### src/core/bank_mul_pkg.sv
package bank_mul_pkg;

  // ****************************************
  // Opcode fields
  // ****************************************
  localparam logic [7:0] OP_LOAD_BANK = 8'h01;
  localparam logic [7:0] OP_MUL_LIT   = 8'h0d;
  localparam logic [6:0] OP_MUL_REG   = 7'h01;
  localparam int         OPC_HI       = 15;
  localparam int         OPC_LO       = 8;
  localparam int         ACCESS_BIT   = 8;
  localparam int         LIT_HI       = 7;
  localparam int         LIT_LO       = 0;
  localparam int         OPC_REG_LO   = 9;
  localparam int         LIT_W        = 8;
  localparam int         BANK_NIB_W   = 4;

  // ****************************************
  // Reset values and the fixed access bank
  // ****************************************
  localparam logic [7:0] BANK_RESET   = 8'h00;
  localparam logic [7:0] PROD_RESET   = 8'h00;
  localparam logic [3:0] ACCESS_BANK  = 4'h0;

endpackage

### src/core/bank_select_and_multiply.sv
`timescale 1ns/10ps
module bank_select_and_multiply #(
  // Operand width, fixed by the eight-bit literal field
  parameter int DATA_W = 8,
  // Data-memory address: bank nibble above the file address
  parameter int ADDR_W = 12
) (
  // Clock and reset
  input  wire logic              clock,
  input  wire logic              resetn,
  // Quarter-cycle enables from the core sequencer
  input  wire logic              q1En,
  input  wire logic              q2En,
  input  wire logic              q3En,
  input  wire logic              q4En,
  // Instruction word
  input  wire logic [15:0]       instrWord,
  // Working register value
  input  wire logic [DATA_W-1:0] workingRegister,
  // Data memory read port
  output logic      [ADDR_W-1:0] fileAddr,
  input  wire logic [DATA_W-1:0] fileData,
  // Results
  output logic      [DATA_W-1:0] bankSelectionRegister,
  output logic      [DATA_W-1:0] productHigh,
  output logic      [DATA_W-1:0] productLow,
  output logic                   productWrite
);

  // ****************************************
  // Derived sizes
  // ****************************************
  localparam int PROD_W = 2 * DATA_W;
  localparam int BANK_W = ADDR_W - DATA_W;

  // ****************************************
  // Elaboration checks
  // ****************************************
  // Literal and file address fields are eight bits wide in the opcode
  if (DATA_W != bank_mul_pkg::LIT_W) begin : gBadDataWidth
    $error("DATA_W must match the literal field of the opcode");
  end
  // Only the low bank nibble reaches the address; no wider bank space
  if (BANK_W != bank_mul_pkg::BANK_NIB_W) begin : gBadAddrWidth
    $error("ADDR_W must be DATA_W plus the bank nibble");
  end

  // ****************************************
  // Types
  // ****************************************
  typedef enum logic [3:0] {
    KIND_NONE   = 4'h1,
    KIND_LOAD   = 4'h2,
    KIND_MULLIT = 4'h4,
    KIND_MULREG = 4'h8
  } op_kind_e;

  // ****************************************
  // Functions
  // ****************************************
  // Opcode decode; anything unknown falls to the idle kind
  function automatic op_kind_e decodeKind(logic [15:0] word);
    logic [7:0] high;
    logic [6:0] regHigh;
    high    = word[bank_mul_pkg::OPC_HI:bank_mul_pkg::OPC_LO];
    regHigh = word[bank_mul_pkg::OPC_HI:bank_mul_pkg::OPC_REG_LO];
    if (high == bank_mul_pkg::OP_LOAD_BANK) begin
      return KIND_LOAD;
    end else if (high == bank_mul_pkg::OP_MUL_LIT) begin
      return KIND_MULLIT;
    end else if (regHigh == bank_mul_pkg::OP_MUL_REG) begin
      return KIND_MULREG;
    end
    return KIND_NONE;
  endfunction

  // Both multiplies share the product write-back
  function automatic logic isMultiply(op_kind_e kind);
    return (kind == KIND_MULLIT) || (kind == KIND_MULREG);
  endfunction

  // Operands widened first so no high bits are lost
  function automatic logic [PROD_W-1:0] mulUnsigned(
    logic [DATA_W-1:0] a,
    logic [DATA_W-1:0] b
  );
    logic [PROD_W-1:0] wideA;
    logic [PROD_W-1:0] wideB;
    wideA = PROD_W'(a);
    wideB = PROD_W'(b);
    return wideA * wideB;
  endfunction

  // ****************************************
  // Registers
  // ****************************************
  logic [15:0]       instr_r;
  op_kind_e          kind_r;
  logic [DATA_W-1:0] operand_r;
  logic [PROD_W-1:0] product_r;
  logic [DATA_W-1:0] bank_r;
  logic [DATA_W-1:0] prodHi_r;
  logic [DATA_W-1:0] prodLo_r;
  logic              wr_r;

  // ****************************************
  // Next values and decode
  // ****************************************
  op_kind_e          kind_nxt;
  logic [DATA_W-1:0] operand_nxt;
  logic [PROD_W-1:0] product_nxt;
  logic [DATA_W-1:0] literalField;
  logic              accessBit;
  logic [BANK_W-1:0] bankNibble;
  logic              loadBank;
  logic              mulRegister;
  logic              writeBank;
  logic              writeProduct;

  assign kind_nxt     = decodeKind(instrWord);
  assign literalField = instr_r[bank_mul_pkg::LIT_HI:bank_mul_pkg::LIT_LO];
  assign accessBit    = instr_r[bank_mul_pkg::ACCESS_BIT];

  // Access bit 0 pins the access bank; 1 takes the bank register
  assign bankNibble = accessBit ? bank_r[BANK_W-1:0]
                                : bank_mul_pkg::ACCESS_BANK;
  assign fileAddr   = {bankNibble, literalField};

  // Register multiply reads the file byte; literal multiply its field
  assign operand_nxt = mulRegister ? fileData : literalField;
  assign product_nxt = mulUnsigned(workingRegister, operand_r);

  // Kind flags from the latched decode
  always_comb begin
    loadBank    = 1'h0;
    mulRegister = 1'h0;
    case (kind_r)
      KIND_LOAD: begin
        loadBank = 1'h1;
      end
      KIND_MULREG: begin
        mulRegister = 1'h1;
      end
      KIND_MULLIT: begin
        mulRegister = 1'h0;
      end
      KIND_NONE: begin
        loadBank = 1'h0;
      end
      default: begin
        loadBank    = 1'h0;
        mulRegister = 1'h0;
      end
    endcase
  end

  // Only Q4 commits; no flag or working register is ever written
  assign writeBank    = q4En && loadBank;
  assign writeProduct = q4En && isMultiply(kind_r);

  // ****************************************
  // Quarter pipeline
  // ****************************************
  // Q1 latch, Q2 operand read, Q3 multiply, Q4 write back
  always_ff @(posedge clock or negedge resetn) begin
    if (!resetn) begin
      instr_r <= '0;
      kind_r  <= KIND_NONE;
    end else if (q1En) begin
      instr_r <= instrWord;
      kind_r  <= kind_nxt;
    end
  end

  always_ff @(posedge clock or negedge resetn) begin
    if (!resetn) begin
      operand_r <= '0;
    end else if (q2En) begin
      operand_r <= operand_nxt;
    end
  end

  // Working register is sampled at Q3, not at decode
  always_ff @(posedge clock or negedge resetn) begin
    if (!resetn) begin
      product_r <= '0;
    end else if (q3En) begin
      product_r <= product_nxt;
    end
  end

  // ****************************************
  // Write back
  // ****************************************
  always_ff @(posedge clock or negedge resetn) begin
    if (!resetn) begin
      bank_r <= bank_mul_pkg::BANK_RESET;
    end else if (writeBank) begin
      bank_r <= literalField;
    end
  end

  // Both halves move together so a reader never sees a torn product
  always_ff @(posedge clock or negedge resetn) begin
    if (!resetn) begin
      prodHi_r <= bank_mul_pkg::PROD_RESET;
      prodLo_r <= bank_mul_pkg::PROD_RESET;
    end else if (writeProduct) begin
      prodHi_r <= product_r[PROD_W-1:DATA_W];
      prodLo_r <= product_r[DATA_W-1:0];
    end
  end

  // One-cycle strobe in the cycle after the Q4 edge
  always_ff @(posedge clock or negedge resetn) begin
    if (!resetn) begin
      wr_r <= 1'h0;
    end else begin
      wr_r <= writeProduct;
    end
  end

  // ****************************************
  // Outputs
  // ****************************************
  assign bankSelectionRegister = bank_r;
  assign productHigh           = prodHi_r;
  assign productLow            = prodLo_r;
  assign productWrite          = wr_r;

endmodule

### config.mk
export PLATFORM = sky130hd
export DESIGN_NAME = bank_select_and_multiply
export DESIGN_NICKNAME = d
export VERILOG_FILES = /design/src/core/bank_mul_pkg.sv /design/src/core/bank_select_and_multiply.sv
export SDC_FILE = /design/constraint.sdc
export NUM_CORES = 1
export LEC_CHECK = 0
export BUFFER_PORTS_ARGS = -buffer_cell sky130_fd_sc_hd__buf_2
export CORE_MARGIN = 3
export CORE_UTILIZATION = 24
export CTS_CLUSTER_DIAMETER = 100
export DETAILED_ROUTE_END_ITERATION = 6
export PLACE_DENSITY_LB_ADDON = 0.1
export REMOVE_ABC_BUFFERS = 1
export SLEW_MARGIN = 20
export SYNTH_ARGS = -nofsm -noshare
export SYNTH_HDL_FRONTEND = slang
export SYNTH_SLANG_ARGS = --single-unit
### constraint.sdc
create_clock -name clock -period 4.17 [get_ports clock]
set_clock_uncertainty 0.15 [all_clocks]
set_input_delay 0.834 -clock clock [delete_from_list [all_inputs] [get_ports clock]]
set_output_delay 0.834 -clock clock [all_outputs]
set_load 0.005 [all_outputs]
==> results of run 1 <==
==> layout by cell type, fill, tap and decap left out, types with 13 or more instances in the layout <==
master | Yosys | routed
inv_1 | 52 | 47
buf_2 | 0 | 68
mux2_2 | 20 | 16
fa_1 | 36 | 32
ha_1 | 36 | 30
nand2_1 | 68 | 64
and2_4 | 0 | 13
nor2_1 | 14 | 14
a21oi_1 | 20 | 16
and2_1 | 56 | 43
buf_4 | 8 | 35
dfrtp_1 | 61 | 59
==> per-stage QoR <==
step / setup TNS, ps / util / cell area, µm²
final: -22.6 / 0.323 / 6100
after CTS: -61.8 / 0.319 / 6030
after detailed placement: -6400 / 0.291 / 5510
after floorplan: -2880 / - / 4530
after global placement: -6250 / 0.291 / 5510
after global routing: -871 / 0.323 / 6100
==> final cells by class <==
type | count | area [µm²]
Sequential cell | 62 | 1560
Inverter | 53 | 204
Clock inverter | 4 | 47.5
Multi-Input combinational cell | 323 | 2980
Timing Repair Buffer | 113 | 739
Fill cell | 2009 | 12800
Clock buffer | 12 | 246
Tap cell | 260 | 325
==> what timing repair did <==
| action | in CTS | in global routing |
|---|---|---|
| resized for setup | 60 | 16 |
| pin swaps | 36 | 9 |
| endpoints found under the setup margin | 9 | 8 |
| buffers inserted | 3 | 0 |
==> state kept, by name, summed over array words and instances, names as in the netlist <==
| register | cells |
|---|---|
| bankSelectionRegister | 8 |
| instr_r | 9 |
| kind_r | 4 |
| operand_r | 8 |
| productHigh | 8 |
| productLow | 8 |
| productWrite | 1 |
| product_r | 16 |
==> per-layer routing <==
metal  track usage  vias up
met1         0.137     1658
met5             0        -
met4        0.0370        0
met2         0.195       66
met3        0.0262       11
li1              -     1676
==> logic make-up after synthesis <==
logic type                 after synthesis
buffers and inverters                   72
AOI/OAI and AO/OA                       45
adders and majority gates               72
muxes                                   40
DFF                                     62
and+or+nand+nor                        156
xor gates and xnor gates                10
==> power by group through the flow <==
stage / clock network, mW / registers [mW] / logic, mW
after detailed placement: 0 / 0.792 / 2.06
after floorplan: 0 / 0.767 / 1.34
final: 0.747 / 0.784 / 2.49
after global placement: 0 / 0.791 / 2.07
after global routing: 0.797 / 0.799 / 2.84
after CTS: 0.777 / 0.783 / 2.48
==> final timing paths <==
| path | startpoint | slack (ps) | end | cells past startpoint |
|---|---|---|---|---|
| worst max-delay path | workingRegister[5] | -20 | product_r[13] | 14 |
| worst min-delay path | resetn | 310 | product_r[0] | 1 |
| worst max register to register | operand_r[3] | 60 | product_r[13] | 13 |
| worst min register to register | product_r[2] | 310 | productLow[2] | 2 |
| max in group asynchronous | resetn | 2560 | bankSelectionRegister[0] | 2 |
| min in group clock | product_r[2] | 310 | productLow[2] | 2 |
==> results_dict.tcl, run 1 <==
set metrics [dict create \
    fmax_ghz 0.239 \
    cts_made_buffers 9 \
    cts.path.max_buffers 2 \
    yosysWarnings 0 \
    path_clk_slew_ps 60 \
    hold_violations 0 \
    path_buf_inv 3 \
    pwr-share-seq 0.195 \
    synth_cell_type_count 40 \
    grt_start_max_net_pins 45 \
    wl_met1_mm 4.91 \
    critPathCaptureType "flop" \
    cell_internal_pwr_mw 2.54 \
    row_count 50 \
    cp_common_cell "fa_1" \
    io_pins 75 \
    yosysTopAreaCell "dfrtp_1" \
    final_nets 672 \
    wl_met3_um 480 \
    hpwl_mm 8.70 \
    status "finished, violations left" \
    critPathSlowestCell "fa_1" \
    cpLargestDelayFamily "adder cells" \
    max_slew_margin 0.480 \
    place_congestion 0.732 \
    wl_met2_mm 5.35 \
    swShare 0.367 \
    crit_type "input pin to flop" \
    slowest_delay_ps 550 \
    synthArstFlopShare 1.00 \
    grt_use_total 0.112 \
    clkPwrFrac 0.186 \
    first_iter_violations 102 \
    antennaDiodeCount 0 \
    hold_buffers 0 \
    core-area_mm2 0.0189 \
    rsz0062_at_grt "yes" \
    worstPathMaxFanout 5 \
    tightest_slew_ps 774 \
    synth_compound_area_frac 0.0566 \
    ant_nets 0 \
    synth_common_cells "nand2_1, dfrtp_1, and2_1" \
    setup_slack_ps -22.6 \
    dp.cells 809 \
    synth_area_leaders "dfrtp_1, fa_1, ha_1" \
    synthCells 457 \
    leakage_nw 3.03 \
    path_cells "buf_8, and2_4, fa_1, fa_1, fa_1, inv_1, fa_1, inv_2, ha_4, o211ai_1, a21oi_2, o2111ai_2, a21o_1, a31o_2" \
    clock-sinks 62 \
    yosys.area_share.adder 0.251 \
    io_buffers 74 \
    final_cells 827 \
    synth_seq_cells 62 \
    drc 0 \
    layout-drive-gt1-share 0.360 \
    fin_crit_ps 4190 \
    muxShareOfSynthArea 0.0998 \
    overflow 0 \
    pre_cts_slack_ps -785 \
    syn_area_mm2 0.00466 \
    synthSimpleGateAreaFrac 0.169 \
    total_power_mw 4.02 \
    highest_layer "met4" \
    hp-class "input pin to async pin" \
    cap_viol_max_count 0 \
    synth-seq-area-share 0.333 \
    synth_edf_count 0 \
    setup_viol 1 \
    fp.dieW_um 145 \
    initial_core_util 0.247 \
    drv_slew 0 \
    clockRootBuffer "clkbuf_16" \
    synth_top_flop_cell "dfrtp_1" \
    hold_ws_ps 306 \
    pwr-share-comb 0.619 \
    synth_top_family_by_area "adder cells" \
    vias 3411 \
    violations "setup timing" \
    post-route-period-util 1.01 \
    wirelength_mm 10.9 \
    syn_to_final_growth_pct 30.7 \
    syn_avg_cell_area_um2 10.2 \
    die_y_um 145 \
    die_area_mm2 0.0211 \
    htreeDepth 3 \
    p_per_area_mw_per_mm2 659 \
    antenna_found_initial 0 \
    viasPerCell 4.12 \
    grt_pass1_vias 3889 \
    cts_tree "yes" \
    switching_power_mw 1.48 \
    ir_drop_mv 0.310 \
    worstSetupStartpointType "input pin" \
    synth_xor_area_frac 0.0188 \
    drt_pass1_iterations 4 \
    required_ps 4240 \
    yosysMostFrequentCell "nand2_1" \
    wl_per_cell_um 13.2 \
    grt_pass1_wl_mm 19.2 \
    worstPathArrival_ps 4260 \
    clkLatencyLatePin_ps 340 \
    yosysTopAreaCellShare 0.327 \
]
No activity file was read; power rests on OpenSTA's default activity.
==> run 2: changes to the inputs <==
--- a/config.mk
+++ b/config.mk
@@ -11,7 +11,6 @@
 export CTS_CLUSTER_DIAMETER = 100
 export DETAILED_ROUTE_END_ITERATION = 6
 export PLACE_DENSITY_LB_ADDON = 0.1
-export REMOVE_ABC_BUFFERS = 1
 export SLEW_MARGIN = 20
 export SYNTH_ARGS = -nofsm -noshare
 export SYNTH_HDL_FRONTEND = slang
==> run 2 against run 1 <==
Compared with the run above: the run still ends with setup timing left; total power shrank 1.0%; sequential share of layout area up 0.14 points; clock-buffer cell count is 1 lower; cell count grew 0.36%; sequential cell count stayed put; wire length rose by 7.7%; maximum frequency is 0.96% lower; worst hold slack better by 10 ps; critical endpoint unchanged; largest power group unchanged.
==> results_dict.tcl, run 2 (synthesis gave the netlist of run 1 again) <==
set metrics [dict create \
    fin_util 0.320 \
    post-route-period-util 1.02 \
    tightest_slew_ps 753 \
    ant_nets 0 \
    grt_pass1_vias 3828 \
    leakage_nw 3.02 \
    status "finished, violations left" \
    p_per_area_mw_per_mm2 657 \
    hold_violations 0 \
    reg2reg_from "operand_r[2]" \
    total_power_mw 3.98 \
    clkLatencyLatePin_ps 330 \
    hp-class "flop to flop" \
    drv_slew 0 \
    fin_crit_ps 4230 \
    overflow 0 \
    die_area_mm2 0.0211 \
    final_common_cell "buf_2" \
    crit_type "input pin to flop" \
    worstSetupStartpointType "input pin" \
    hpwl_mm 9.59 \
    regMostFlops "product_r" \
    hold_start "product_r[14]" \
    path_buf_inv 3 \
    vias 3412 \
    fp.dieW_um 145 \
    drc 0 \
    viasPerCell 4.11 \
    setup_viol 6 \
    final_nets 676 \
    cp_common_cell "fa_1" \
    clock-sinks 62 \
    antenna_found_initial 1 \
    rr_endpoint "product_r[13]" \
    rsz0062_at_grt "yes" \
    min_to "productHigh[6]" \
    worstPathMaxFanout 6 \
    worstPathArrival_ps 4290 \
    wirelength_mm 11.7 \
    grt_start_max_net_pins 25 \
    grt_use_total 0.117 \
    r2r_cells 14 \
    cpLargestDelayFamily "adder cells" \
    place_congestion 0.779 \
    initial_core_util 0.247 \
    first_iter_violations 69 \
    path_clk_slew_ps 60 \
    clockRootBuffer "clkbuf_16" \
    row_count 50 \
    layout-drive-gt1-share 0.342 \
    cts.path.max_buffers 2 \
    violations "setup timing" \
    drt_pass1_iterations 4 \
    path_cells "buf_8, and2_4, fa_1, fa_1, fa_1, inv_1, fa_1, inv_2, ha_4, o211ai_1, a21oi_2, o2111ai_2, a21o_1, a31o_2" \
    required_ps 4230 \
    critPathSlowestCell "fa_1" \
    htreeDepth 3 \
    cap_viol_max_count 0 \
    io_buffers 74 \
    wl_per_cell_um 14.1 \
    fmax_ghz 0.236 \
    dp.cells 814 \
    critPathCaptureType "flop" \
    reg_top3 "product_r x16, instr_r x9" \
    r2r_slack_ps -10 \
    io_pins 75 \
    grt_pass1_wl_mm 20.1 \
    core-area_mm2 0.0189 \
    die_y_um 145 \
    final_cell_mix "buf_2, nand2_1, dfrtp_1" \
    cts_tree "yes" \
    fin_tns_setup_ps -239 \
    min_path_cells 2 \
    cts_made_buffers 9 \
    setup_slack_ps -63.1 \
    largest_reg_flops 16 \
    syn_to_final_growth_pct 29.7 \
    synth_fp_nets 567 \
    antennaDiodeCount 0 \
    slowest_delay_ps 550 \
    final_cells 830 \
    ir_drop_mv 0.344 \
    max_slew_margin 0.494 \
]
run 2: worst max path at each step:
stage	slack (ps)	end	startpoint	cells past startpoint
floorplan	-170	product_r[12]	workingRegister[2]	14
global placement	-480	product_r[10]	workingRegister[1]	15
detailed placement	-520	product_r[12]	workingRegister[2]	15
CTS	-70	product_r[13]	workingRegister[4]	14
global route	-220	product_r[13]	workingRegister[3]	14
finish	-60	product_r[13]	workingRegister[4]	14
run 2: per-layer routing:
metal / vias up / wire (µm) / global-route usage
li1: 1681 / - / -
met1: 1674 / 5870 / 0.163
met2: 46 / 5330 / 0.187
met3: 9 / 389 / 0.0227
met4: 2 / 136 / 0.0299
met5: - / 7 / 0
run 2: through the flow:
step / hold slack, ps / setup WS, ps / cell area, µm²
global placement: 310 / -484 / 5640
global route: 349 / -217 / 6050
CTS: 322 / -74.7 / 6010
detailed placement: 307 / -524 / 5640
finish: 317 / -63.1 / 6050
floorplan: 280 / -166 / 4760
run 2: worst register-to-register path, cell delays in order (launching register included):
cell	delay [ps]
dfrtp_1	530
nand2_2	110
fa_1	510
fa_1	500
inv_1	50
fa_1	470
inv_1	50
fa_1	500
inv_2	50
ha_4	280
o211ai_1	110
a21oi_2	220
o2111ai_2	140
a21o_1	180
a31o_2	230
run 2: repair_timing:
action / 4_1_cts / 5_1_grt
hold buffers: 0 / 0
setup endpoints to repair: 8 / 10
resized for setup: 24 / 10
setup buffers: 0 / 1
pin swaps: 11 / 7
run 2: final cells by class:
| cell class | count | area [µm²] |
|---|---|---|
| fill | 2030 | 12800 |
| multi-input combinational | 323 | 2930 |
| sequential | 62 | 1550 |
| timing repair buffer | 117 | 751 |
| tap | 260 | 325 |
| clock buffer | 11 | 243 |
| inverter | 53 | 204 |
| clock inverter | 4 | 47.5 |
run 2: power breakdown:
part           leakage [nW]  switching [mW]  internal (mW)
Clock                 0.141           0.270          0.474
Combinational          2.10            1.16           1.29
Sequential            0.780          0.0729          0.710
Total                  3.02            1.51           2.47
==> run 3: changes to the inputs <==
--- a/config.mk
+++ b/config.mk
@@ -7,7 +7,7 @@
 export LEC_CHECK = 0
 export BUFFER_PORTS_ARGS = -buffer_cell sky130_fd_sc_hd__buf_2
 export CORE_MARGIN = 3
-export CORE_UTILIZATION = 24
+export CORE_UTILIZATION = 49
 export CTS_CLUSTER_DIAMETER = 100
 export DETAILED_ROUTE_END_ITERATION = 6
 export PLACE_DENSITY_LB_ADDON = 0.1
==> run 3 against run 2 <==
Compared with the run above: the run still ends with setup timing left; largest power group unchanged; critical path depth did not move; wire length fell by 18%; critical path type unchanged; cell count shrank 17%; critical endpoint unchanged; combinational power decreased by 4%; die area decreased by 49%; first-iteration DRC count increased by 46%.
==> results_dict.tcl, run 3 (synthesis gave the netlist of run 1 again) <==
set metrics [dict create \
    swShare 0.384 \
    drt_pass1_iterations 4 \
    required_ps 4250 \
    path_cells "buf_8, and2_4, fa_1, fa_1, fa_1, inv_2, fa_1, inv_2, ha_4, o211ai_1, a21oi_2, o2111ai_2, a21o_1, a31o_2" \
    tightest_slew_ps 752 \
    dp.cells 677 \
    place_congestion 0.844 \
    cp_common_cell "fa_1" \
    row_count 34 \
    die_area_mm2 0.0107 \
    layout-drive-gt1-share 0.346 \
    drc 0 \
    leakage_nw 2.95 \
    critPathSlowestCell "fa_1" \
    worstPathMaxFanout 4 \
    cts_setup_buffers 0 \
    io_buffers 74 \
    synth_fp_nets 567 \
    setup_slack_ps -29.8 \
    clkLatencyLatePin_ps 330 \
    grt_use_total 0.196 \
    cts_made_buffers 9 \
    clock-sinks 62 \
    clockRootBuffer "clkbuf_8" \
    worstSetupStartpointType "input pin" \
    cell_internal_pwr_mw 2.26 \
    ant_nets 0 \
    crit_type "input pin to flop" \
    regMostFlops "product_r" \
    path_clk_slew_ps 80 \
    max_slew_margin 0.499 \
    p_per_area_mw_per_mm2 637 \
    grt_start_max_net_pins 35 \
    hpwl_mm 7.81 \
    final_common_cell "buf_2" \
    r2r_slack_ps 40 \
    switching_power_mw 1.41 \
    fp.dieW_um 104 \
    core-area_mm2 0.00898 \
    wl_per_cell_um 13.9 \
    final_cells 693 \
    drv_slew 0 \
    ir_drop_mv 0.387 \
    cap_viol_max_count 0 \
    hold_ws_ps 317 \
    slowest_delay_ps 550 \
    reg_top3 "product_r x16, instr_r x9" \
    final_cell_mix "buf_2, nand2_1, dfrtp_1" \
    overflow 0 \
    grt_pass1_wl_mm 17.3 \
    rsz0062_at_grt "yes" \
    post-route-period-util 1.01 \
    antennaDiodeCount 0 \
    viasPerCell 4.96 \
    fin_tns_setup_ps -35.2 \
    place_area_mm2 0.00545 \
    critPathCaptureType "flop" \
    antenna_found_initial 0 \
    vias 3438 \
    setup_viol 2 \
    fin_area_mm2 0.00576 \
    fmax_ghz 0.238 \
    syn_to_final_growth_pct 23.5 \
    worstPathArrival_ps 4280 \
    fin_crit_ps 4200 \
    hp-class "flop to flop" \
    wirelength_mm 9.62 \
    cts_tree "yes" \
    io_pins 75 \
    hold_violations 0 \
    pwr-share-seq 0.213 \
    first_iter_violations 101 \
    status "finished, violations left" \
    clkPwrFrac 0.149 \
    die_y_um 104 \
    cts.path.max_buffers 2 \
    fin_util 0.642 \
    final_nets 672 \
    pwr-share-comb 0.639 \
    htreeDepth 3 \
    violations "setup timing" \
    initial_core_util 0.520 \
    largest_reg_flops 16 \
    grt_pass1_vias 3672 \
]
run 3: cell count changes in the layout (fill, tap and decap cells not counted), sizes merged:
cell      delta
buf          -4
clkbuf       -1
clkinv       -1
clkinvlp     +1
inv          +2
run 3: worst paths after layout:
kind / start / endpoint / depth (start not counted)
max: workingRegister[6] / product_r[13] / 14
min: product_r[3] / productLow[3] / 2
max reg2reg: operand_r[5] / product_r[13] / 13
min reg2reg: product_r[3] / productLow[3] / 2
max in group asynchronous: resetn / bankSelectionRegister[0] / 2
min in group asynchronous: resetn / kind_r[2] / 1
run 3: repair_timing:
action,CTS,global route
hold buffers,0,0
gates resized for setup,21,11
pin swaps,4,9
endpoints found under the setup margin,6,8
run 3: metrics by stage:
step,total power [mW],worst slack (ps)
after global routing,4.06,-178
after global placement,3.03,-428
after CTS,3.68,-15.1
after floorplan,2.34,-166
final,3.67,-29.8
after detailed placement,3.06,-468
run 3: worst max-delay path, delay by kind of cell:
family	cells	cell delay, ps
fa+ha+maj	5	2260
compound gates	5	860
simple gates	1	150
buf+inv	3	180
run 3: cell type report:
cell class | instances | area (µm²)
Clock inverter | 6 | 67.6
Clock buffer | 10 | 138
Sequential cell | 62 | 1550
Inverter | 53 | 204
Tap cell | 126 | 158
Fill cell | 772 | 3210
Timing Repair Buffer | 113 | 707
Multi-Input combinational cell | 323 | 2940
run 3: layer usage:
metal	track usage	routed length (µm)	vias up	share of wire
met3	0.0423	418	8	0.043
met4	0.0456	111	0	0.012
li1	-	-	1682	-
met5	0	0	-	0
met2	0.346	4920	67	0.51
met1	0.247	4160	1681	0.43
run 3: power groups by stage:
stage | registers (mW) | logic (mW) | clock network (mW)
final | 0.781 | 2.35 | 0.545
after global routing | 0.794 | 2.68 | 0.588
after CTS | 0.781 | 2.33 | 0.562
after detailed placement | 0.791 | 2.26 | 0
after global placement | 0.788 | 2.24 | 0
after floorplan | 0.767 | 1.57 | 0
